**src/hw/nsr_params.svh**
```systemverilog
// constants for the nand status, id and reset controller
`ifndef NSR_PARAMS_SVH
`define NSR_PARAMS_SVH
`define NSR_CMD_READ1 8'h00
`define NSR_CMD_READ3 8'h50
`define NSR_CMD_STATUS 8'h70
`define NSR_CMD_MSTATUS 8'h71
`define NSR_CMD_ID 8'h90
`define NSR_CMD_RESET 8'hFF
`define NSR_CMD_PROG 8'h10
`define NSR_CMD_ERASE 8'hD0
`define NSR_ID_ADDR 8'h00
// maker and device codes: arbitrary values
`define NSR_ID_MAKER 8'h3C
`define NSR_ID_DEVICE 8'h5A
`define NSR_ID_RSVD 8'hA5
`define NSR_ID_CAPAB 8'hC0
`define NSR_STATUS_RESET 8'hC0
`define NSR_BIT_FAIL 0
`define NSR_BIT_PLANE0 1
`define NSR_BIT_READY 6
`define NSR_BIT_NWP 7
`define NSR_CLK_MHZ 200
`define NSR_RST_NS 5000
`define NSR_RST_CYC ((`NSR_RST_NS * `NSR_CLK_MHZ) / 1000)
`define NSR_PWR_US 10
`define NSR_PWR_CYC (`NSR_PWR_US * `NSR_CLK_MHZ)
`endif

```
**src/hw/nsr_pkg.sv**
```systemverilog
// types for the nand status, id and reset controller
package nsr_pkg;
	typedef enum logic [4:0] {
		NSR_M_READ = 5'h01,
		NSR_M_STATUS = 5'h02,
		NSR_M_MSTATUS = 5'h04,
		NSR_M_ID = 5'h08,
		NSR_M_IDLE = 5'h10
	} nsr_mode_t;
	typedef struct packed {
		logic busy;
		logic fail;
		logic [3:0] plane_fail;
	} nsr_core_t;
endpackage

```
**src/hw/nsr_sync.sv**
```systemverilog
// two flip-flop synchroniser for pin inputs
`timescale 1ns/10ps
module nsr_sync #(
	parameter int W = 1
) (
	input wire logic clk,
	input wire logic rst,
	input wire logic [W-1:0] d,
	output logic [W-1:0] q
);
	typedef struct packed {
		logic [W-1:0] s1;
		logic [W-1:0] s2;
	} nsr_sync_st_t;
	nsr_sync_st_t st;
	nsr_sync_st_t next_st;
	always_comb begin
		next_st.s1 = d;
		next_st.s2 = st.s1;
	end
	always_ff @(posedge clk) begin
		if (rst) begin
			// preload pin levels so no false strobe edge follows reset
			st.s1 <= d;
			st.s2 <= d;
		end else begin
			st <= next_st;
		end
	end
	assign q = st.s2;
endmodule

```
**src/hw/nsr_ctrl.sv**
```systemverilog
// nand status, id, reset and ready/busy control
// Behaviour
// - status byte driven on reads, launched by later of select or output strobe
// - status byte driven keeps tracking live state without strobe toggling
// - status mode held until next command; host reissues read before page reads
// - multi-plane status command reports per-plane results
// - bit 0 is 0 pass, 1 fail; any failing plane sets it
// - bits 1..4 give plane 0..3 fail under multi-plane status
// - bit 6 is 0 busy, 1 ready; bit 5 reserved
// - bit 7 is 0 protected, 1 not protected
// - id command plus zero address; four reads: maker, device, reserved, capability
// - third id byte reserved; fourth byte C0 means multi-plane support
// - id mode held until next command
// - reset aborts busy read, program or erase
// - reset clears decoder; clears status to C0 with write protect high
// - reset ignored while already in reset state
// - ready/busy low for reset recovery then high
// - ready/busy low during program, erase or random read
// - ready/busy is open drain
// - power-up starts in read mode; after reset waits for command
`timescale 1ns/10ps
`include "nsr_params.svh"
module nsr_ctrl #(
	parameter int RST_CYC = `NSR_RST_CYC,
	parameter int PWR_CYC = `NSR_PWR_CYC
) (
	input wire logic clk,
	input wire logic rst,
	input wire logic chip_sel_n,
	input wire logic cmd_latch,
	input wire logic addr_latch,
	input wire logic write_strobe_n,
	input wire logic output_strobe_n,
	input wire logic write_prot_n,
	input wire logic [7:0] io_in,
	input wire nsr_pkg::nsr_core_t core,
	output logic [7:0] io_out,
	output logic io_oe,
	output logic ready_busy_out,
	output logic ready_busy_oe,
	output logic core_abort,
	output logic core_start
);
	// ------------------------------------------------------------
	// pin synchronisation
	// ------------------------------------------------------------
	logic [13:0] pin_q;
	nsr_sync #(.W(14)) u_sync (
		.clk(clk),
		.rst(rst),
		.d({chip_sel_n, cmd_latch, addr_latch, write_strobe_n, output_strobe_n,
			write_prot_n, io_in}),
		.q(pin_q)
	);
	logic ce_n;
	logic cle;
	logic ale;
	logic we_n;
	logic oe_n;
	logic wp_n;
	logic [7:0] din;
	assign {ce_n, cle, ale, we_n, oe_n, wp_n, din} = pin_q;

	// ------------------------------------------------------------
	// state
	// ------------------------------------------------------------
	typedef struct packed {
		nsr_pkg::nsr_mode_t mode;
		logic we_d;
		logic rd_d;
		logic id_armed;
		logic [1:0] id_idx;
		logic [7:0] stat;
		logic [3:0] plane;
		logic fail;
		logic reset_state;
		logic [15:0] rst_cnt;
		logic [11:0] pwr_cnt;
		logic prog_busy;
		logic [7:0] io_out;
		logic io_oe;
		logic rb_low;
		logic abort;
		logic start;
	} nsr_st_t;
	nsr_st_t st;
	nsr_st_t next_st;

	logic wr_edge;
	logic rd_fall;
	logic rd_rise;
	logic busy_all;
	logic [7:0] live_stat;
	logic [7:0] id_byte;

	always_comb begin
		wr_edge = !ce_n && we_n && !st.we_d;
		rd_fall = !(ce_n || oe_n) && st.rd_d;
		rd_rise = (ce_n || oe_n) && !st.rd_d;
		busy_all = core.busy || st.rst_cnt != 16'h0000 || st.pwr_cnt != 12'h000;
		live_stat = 8'h00;
		live_stat[`NSR_BIT_FAIL] = st.fail;
		live_stat[`NSR_BIT_READY] = !busy_all;
		live_stat[`NSR_BIT_NWP] = wp_n;
		if (st.mode == nsr_pkg::NSR_M_MSTATUS) begin
			live_stat[4:1] = st.plane;
		end
		unique case (st.id_idx)
			2'd0: id_byte = `NSR_ID_MAKER;
			2'd1: id_byte = `NSR_ID_DEVICE;
			2'd2: id_byte = `NSR_ID_RSVD;
			2'd3: id_byte = `NSR_ID_CAPAB;
		endcase
	end

	always_comb begin
		next_st = st;
		next_st.we_d = we_n;
		next_st.rd_d = ce_n || oe_n;
		next_st.abort = 1'b0;
		next_st.start = 1'b0;
		if (st.pwr_cnt != 12'h000) begin
			next_st.pwr_cnt = st.pwr_cnt - 12'h001;
		end
		if (st.rst_cnt != 16'h0000) begin
			next_st.rst_cnt = st.rst_cnt - 16'h0001;
		end
		if (st.prog_busy && !core.busy) begin
			next_st.prog_busy = 1'b0;
			next_st.plane = core.plane_fail;
			next_st.fail = |core.plane_fail;
		end
		if (wr_edge && cle) begin
			if (din == `NSR_CMD_RESET) begin
				if (!st.reset_state) begin
					next_st.abort = core.busy;
					next_st.prog_busy = 1'b0;
					next_st.mode = nsr_pkg::NSR_M_IDLE;
					next_st.id_armed = 1'b0;
					next_st.reset_state = 1'b1;
					next_st.rst_cnt = 16'(RST_CYC);
					if (wp_n) begin
						next_st.fail = 1'b0;
						next_st.plane = 4'h0;
					end
				end
			end else begin
				next_st.reset_state = 1'b0;
				next_st.id_armed = 1'b0;
				unique case (din)
					`NSR_CMD_STATUS: next_st.mode = nsr_pkg::NSR_M_STATUS;
					`NSR_CMD_MSTATUS: next_st.mode = nsr_pkg::NSR_M_MSTATUS;
					`NSR_CMD_ID: begin
						next_st.mode = nsr_pkg::NSR_M_ID;
						next_st.id_armed = 1'b1;
						next_st.id_idx = 2'd0;
					end
					`NSR_CMD_PROG, `NSR_CMD_ERASE: begin
						next_st.start = 1'b1;
						next_st.prog_busy = 1'b1;
						next_st.mode = nsr_pkg::NSR_M_READ;
					end
					default: next_st.mode = nsr_pkg::NSR_M_READ;
				endcase
			end
		end else if (wr_edge && ale && st.id_armed && din == `NSR_ID_ADDR) begin
			next_st.id_idx = 2'd0;
			next_st.id_armed = 1'b0;
		end
		if (rd_rise && st.mode == nsr_pkg::NSR_M_ID) begin
			next_st.id_idx = st.id_idx + 2'd1;
		end
		next_st.io_oe = !(ce_n || oe_n) && (st.mode != nsr_pkg::NSR_M_READ)
			&& (st.mode != nsr_pkg::NSR_M_IDLE);
		if (st.mode == nsr_pkg::NSR_M_ID) begin
			next_st.io_out = id_byte;
		end else begin
			next_st.io_out = live_stat;
		end
		if (rd_fall) begin
			next_st.io_out = next_st.io_out;
		end
		next_st.stat = live_stat;
		next_st.rb_low = core.busy || next_st.rst_cnt != 16'h0000
			|| next_st.prog_busy;
	end

	always_ff @(posedge clk) begin
		if (rst) begin
			st <= '0;
			st.mode <= nsr_pkg::NSR_M_READ;
			st.we_d <= 1'b1;
			st.rd_d <= 1'b1;
			st.pwr_cnt <= 12'(PWR_CYC);
			st.stat <= `NSR_STATUS_RESET;
		end else begin
			st <= next_st;
		end
	end

	// ------------------------------------------------------------
	// outputs
	// ------------------------------------------------------------
	assign io_out = st.io_out;
	assign io_oe = st.io_oe;
	assign ready_busy_out = 1'b0;
	assign ready_busy_oe = st.rb_low;
	assign core_abort = st.abort;
	assign core_start = st.start;
endmodule

```
**config.mk**
```make
export PLATFORM = sky130hd
export DESIGN_NAME = nsr_ctrl
export DESIGN_NICKNAME = d
export VERILOG_FILES = /design/src/hw/nsr_pkg.sv /design/src/hw/nsr_sync.sv /design/src/hw/nsr_ctrl.sv
export VERILOG_INCLUDE_DIRS = /design/src /design/src/hw
export SDC_FILE = /design/constraint.sdc
export NUM_CORES = 1
export LEC_CHECK = 0
export BUFFER_PORTS_ARGS = -buffer_cell sky130_fd_sc_hd__buf_4
export CELL_PAD_IN_SITES_DETAIL_PLACEMENT = 0
export CELL_PAD_IN_SITES_GLOBAL_PLACEMENT = 2
export CORE_ASPECT_RATIO = 1.5
export CORE_MARGIN = 4
export CORE_UTILIZATION = 39
export CTS_CLUSTER_SIZE = 40
export DETAILED_ROUTE_END_ITERATION = 8
export PLACE_DENSITY_LB_ADDON = 0.1
export SETUP_SLACK_MARGIN = 0.05
export SYNTH_ARGS = -nofsm -noshare
export SYNTH_HDL_FRONTEND = slang
export SYNTH_SLANG_ARGS = --single-unit
```
**constraint.sdc**
```tcl
create_clock -name clk -period 5 [get_ports clk]
set_clock_uncertainty 0.15 [all_clocks]
set_input_delay 1 -clock clk [delete_from_list [all_inputs] [get_ports clk]]
set_output_delay 1 -clock clk [all_outputs]
set_load 0.01 [all_outputs]
```
== After elaboration in Yosys (flattened, before gate mapping) ==
Cells that the tools add are included.
Word-level totals
  register bits after elaboration: 85
  bits of input ports: 22
  output and inout port bits: 13
  word-level logic and storage cells: 107
Operators by class
  $add $sub $neg: 3
  eq/ne operators: 17
  multiplexer cells: 28
  bitwise gates (word level): 3
  reductions and logical operators: 37
Operators with widths (count)
  2-to-1 mux 22 bit: 2
  2-to-1 mux 16 bit: 2
  one-hot mux 8 bit (4 select lines): 1
  nonzero test 16 bit: 2
  2-to-1 mux 5 bit: 5
  == test 8 bit (second input constant): 3
  == test 8 x 7 -> 1 bit (second input constant): 2
  subtractor 16 x 1 -> 16 bit (second input constant): 1
  2-to-1 mux 14 bit: 1
  one-hot mux 4 bit (3 select lines): 1
  nonzero test 12 bit: 1
  subtractor 12 x 1 -> 12 bit (second input constant): 1
  logical AND 1 bit: 11
  2-to-1 mux 1 bit: 9
  2-to-1 mux 3 bit: 3
  == test 8 x 5 -> 1 bit (second input constant): 1
  zero test 8 bit: 1
  2-to-1 mux 8 bit: 1
  OR reduction 4 bit: 2
  zero test 1 bit: 6
  == test 5 x 3 -> 1 bit (second input constant): 1
  == test 5 x 4 -> 1 bit (second input constant): 1
  logical OR 1 bit: 5
  != test 5 x 1 -> 1 bit (second input constant): 1
  18 further kinds: 24

== Longest topological paths before layout ==
  word-level depth: 10
  mapped depth: 9
  depth with buffers taken out: 8

== By module ==
Synthesis repeated with hierarchy kept, for this count alone.
Unflattened totals
  cell total of the unflattened synthesis: 351
  area, all modules: 3474.6 sq um
Modules (own cells, without submodules)
  nsr_ctrl: times used 1, cells an instance 308, area an instance 2745.1 sq um, seq. area each 1141.1 sq um
  nsr_sync: times used 1, cells an instance 43, area an instance 729.4 sq um, seq. area each 560.5 sq um

== Least setup slack after synthesis ==
Ideal clock, no wire load.
  kind: flip-flop to flip-flop
  start: register st[25] (netlist bit)
  end: register st, in the netlist ready_busy_oe
  arrival: 2372 ps
  slack: 2336 ps
  cell stages (with the launch flop): 10
  path buffers: 1
  period minus slack after synthesis: 2664 ps
  cell sequence: dfxtp_1 inv_1 ha_1 buf_2 or4b_4 or4_4 o21ai_2 o2111ai_1 a2111oi_1 a41oi_1
Between the ends
  word-level cells in the longest chain between the ends: 8
  elaborated cells between the ends (all ways): 9
  those cells by class: add/sub (1); mux (4); reduce/logical (4)
Ends and longest elaborated chain
  start: declaration: line nsr_ctrl.sv:86  | nsr_st_t st;
  start signal: assignment: line nsr_ctrl.sv:197  | st <= next_st;
  subtractor 16 x 1 -> 16 bit / nonzero test 16 bit (equally long branches): line nsr_ctrl.sv:126, nsr_ctrl.sv:125
  2-to-1 mux 16 bit (*): line nsr_ctrl.sv:125  | if (st.rst_cnt != 16'h0000) begin
  2-to-1 mux 22 bit: line nsr_ctrl.sv:135  | if (!st.reset_state) begin
  2-to-1 mux 16 bit: line nsr_ctrl.sv:134  | if (din == `NSR_CMD_RESET) begin
  2-to-1 mux 22 bit (*): line nsr_ctrl.sv:133  | if (wr_edge && cle) begin
  nonzero test 16 bit (*): line nsr_ctrl.sv:184  | next_st.rb_low = core.busy || next_st.rst_cnt != 16'h0000
  logical OR 1 bit (*): line nsr_ctrl.sv:184
  logical OR 1 bit (*): line nsr_ctrl.sv:185  | || next_st.prog_busy;
Every way passes the cells marked *; elsewhere a longest branch is shown, timed or not.
A chain may end at the register's enable or synchronous reset.

== Worst setup path in the final report ==
Same ends and word-level chain as after synthesis.

==> impl_metrics.json <==
{
  "numPlacedInstances": 484,
  "drive_above_1_share_pct": 17.81,
  "slowest_stage": "or4_4",
  "rows": 41,
  "cp.depth": 8,
  "synthAdderAreaFrac_pct": 2.175,
  "async_flop_share_pct": 0,
  "setup_violations": 0,
  "die_area_um2": 10450,
  "finalHoldViolCount": 0,
  "grt-ovfl-total": 0,
  "syn_inst": 369,
  "post_cts.repair.setup_buffers": 0,
  "finalCritPeriodShare_pct": 62.97,
  "nFillCells": 844,
  "yosys_register_bits": 85,
  "p_leak_nw": 1.553,
  "powerDensity_nw_per_um2": 558.5,
  "crit_path_start": "st[25]$_SDFF_PP0_",
  "antenna_cells": 0,
  "hold_path_depth": 2,
  "syn_area_per_cell_um2": 9.352,
  "gp_congestion": 0.7172,
  "antenna_found_initial": 0,
  "finalCriticalPeriod_ns": 3.148,
  "synth-compound-area-share_pct": 10.19,
  "ys_types": 54,
  "path_delay_family": "simple AND/OR/NAND/NOR gates",
  "drv_slew": 0,
  "fin_cells": 500,
  "cts_resized": 0,
  "htreeDepth": 3,
  "drtPass1Iterations": 4,
  "netlist_top_cells_area": "dfxtp_1 (49%), nor2_1 (5.0%), mux2_2 (4.6%)",
  "clock_latency_ns": 0.33,
  "synth_top_area_cell": "dfxtp_1",
  "ir_drop_mv": 0.2594,
  "worstReg2RegEnd": "ready_busy_oe$_SDFF_PP0_",
  "critPathArrivalTime_ns": 3.17,
  "worstSetupEndpointType": "flip-flop",
  "ant_nets": 0,
  "area_growth_pct": 16.71,
  "synth_top_family_by_area": "simple AND/OR/NAND/NOR gates",
  "hp-start": "st[46]$_SDFF_PP0_",
  "grt_use_total_pct": 14.17,
  "cp-start-kind": "flip-flop",
  "synth_edf_count": 0,
  "r2r_start": "st[25]$_SDFF_PP0_",
  "grt_pass1_wl_mm": 11.74,
  "rsz0062_at_grt": "no",
  "synth_area_um2": 3451,
  "dp_hpwl_mm": 4.868,
  "synth_top_flop_cell": "dfxtp_1",
  "maxCapViolCount": 0,
  "routed_wirelength_mm": 6.849,
  "drtIter0Drc": 86,
  "cts_max_path_buffers": 2,
  "cts-root-buf": "clkbuf_16",
  "synth_xor_area_share_pct": 4.822,
  "cpPeakStageDelay_ns": 0.67,
  "grt_max_degree": 51,
  "vias": 2575,
  "netlist.area_leader.share_pct": 49.31,
  "fp.dieH_um": 123.2,
  "port-buffer-count": 32,
  "wl_per_cell_um": 13.70,
  "io_pins": 35,
  "fp.dieW_um": 84.81,
  "grt_pass1_vias": 2526,
  "cp.required_ns": 5.03,
  "outcome": "complete, no violations",
  "start_util_pct": 40.52,
  "regArea_um2": 1702,
  "design.core.area_um2": 8516,
  "crit_type": "reg2reg",
  "avgViaCountPerCell": 5.150,
  "clkSlewWorstSetupHoldPaths_ns": 0.06,
  "syn_nets": 397,
  "crit_chain": "inv_1 > ha_1 > or4b_4 > or4_4 > nor3_1 > a31oi_1 > a2111oi_1 > a41oi_1",
  "yosys.area_share.simple_pct": 22.44,
  "min_path_type": "reg2reg",
  "worst_slew_pin_slew_ns": 0.7091,
  "crit_buf_inv": 1,
  "cts_buffers": 9,
  "synth.area.mux_share_pct": 6.019,
  "endpoint": "ready_busy_oe$_SDFF_PP0_",
  "synth_warnings": 0,
  "multi_input_area_um2": 1579,
  "cts_sinks": 85,
  "reg2regPathDepth": 8,
  "ys_seq_area_share_pct": 49.31,
  "slew_headroom_pct": 52.06,
  "route.detailed.drc": 0,
  "postCtsHoldBufs": 0,
  "cts_tree": "done",
  "fin_tns_setup_ns": 0,
  "max_clock_freq_mhz": 317.6,
  "rrSetupSlack_ns": 1.85,
  "nets": 416,
  "crit_fanout": 14
}
-- final cells by class --
class | count | area share [%]
Clock buffer | 11 | 6.275
Clock inverter | 5 | 2.050
Inverter | 10 | 0.9320
Multi-Input combinational cell | 250 | 39.20
Sequential cell | 85 | 42.25
Tap cell | 107 | 3.324
Timing Repair Buffer | 32 | 5.965
-- how the worst min path moves through the flow --
stage and endpoint:
6_report io_out[4]$_SDFF_PP0_, 5_1_grt u_sync.q[11]$_DFF_P_, 4_1_cts u_sync.q[8]$_DFF_P_, 3_5_place_dp u_sync.q[3]$_DFF_P_
3_3_place_gp st[12]$_SDFF_PP0_, 2_1_floorplan io_out[3]$_SDFF_PP0_
-- placed cells by master, fill, tap and decap left out, drive strengths merged, types with 6 or more instances in the layout --
cell,synthesis,final
nand2,26,26
nor4,8,8
nor2,46,46
buf,15,32
or4,7,7
inv,10,10
nor3,25,25
nor3b,6,6
clkbuf,9,11
a21oi,21,21
nand3,8,8
o21ai,6,6
xnor2,11,11
mux2,14,14
ha,6,6
xor2,8,8
dfxtp,85,85
-- worst reg2reg max path: cells and delay by family (launching register included) --
family | cells | cell delay [ns]
buffers and inverters | 1 | 0.08
AND/OR/NAND/NOR | 3 | 1.38
flip-flops | 1 | 0.36
adder cells (fa/ha/maj) | 1 | 0.31
AO/OA/AOI/OAI | 3 | 0.71
-- routing by layer --
| layer | global-route usage, % | up-vias | wire length (µm) |
|---|---|---|---|
| met5 | 0 | - | 0 |
| met4 | 6.832 | 0 | 153 |
| met3 | 3.200 | 12 | 239 |
| met2 | 24.90 | 35 | 3419 |
| met1 | 16.15 | 1193 | 3036 |
| li1 | - | 1335 | - |
-- cell usage after synthesis, drive strengths merged (2+ instances only) --
library cell  count
xor2              8
nor3b             6
o211ai            2
or4               7
nor3             25
clkbuf            9
or3               5
a21o              3
dfxtp            85
a211oi            3
a22oi             2
nor2             46
o21ai             6
xnor2            11
nand2            26
nand4             3
nor4              8
ha                6
nand3b            5
o21a              2
or4b              3
a31oi             2
inv              10
mux2             14
mux2i             5
nand3             8
a21oi            21
buf              15
a2111oi           2
o31ai             3
and2              2
-- registers in the layout, summed over array words and instances (netlist names) --
register	count
core_abort	1
core_start	1
io_oe	1
io_out	8
live_stat	1
ready_busy_oe	1
st	44
u_sync.next_st	14
u_sync.q	14
-- report_power, final --
group	switching (mW)	total, mW	internal, mW
Sequential	0.106	0.874	0.768
Clock	0.264	0.730	0.466
Combinational	0.351	0.646	0.294
Total	0.721	2.25	1.53
-- kinds of logic after synthesis --
| group | after synthesis |
|---|---|
| buf+inv | 34 |
| compound gates | 54 |
| simple gates | 151 |
| flops | 85 |
| other cells | 1 |
| mux | 19 |
| xor+xnor | 19 |
| fa+ha+maj | 6 |
-- stage by stage --
step / instance area [µm²] / setup WS (ns) / util, % / total power [mW] / hold slack (ns)
3_3_place_gp: 3692 / 1.862 / 43.36 / 1.532 / 0.2893
4_1_cts: 4028 / 1.846 / 47.30 / 2.277 / 0.3044
2_1_floorplan: 3451 / 2.336 / - / 1.404 / 0.2718
6_report: 4028 / 1.852 / 47.30 / 2.249 / 0.3033
3_5_place_dp: 3692 / 1.851 / 43.36 / 1.536 / 0.2930
5_1_grt: 4028 / 1.674 / 47.30 / 2.394 / 0.3154
Note: power is estimated with default switching activity, not from simulation.
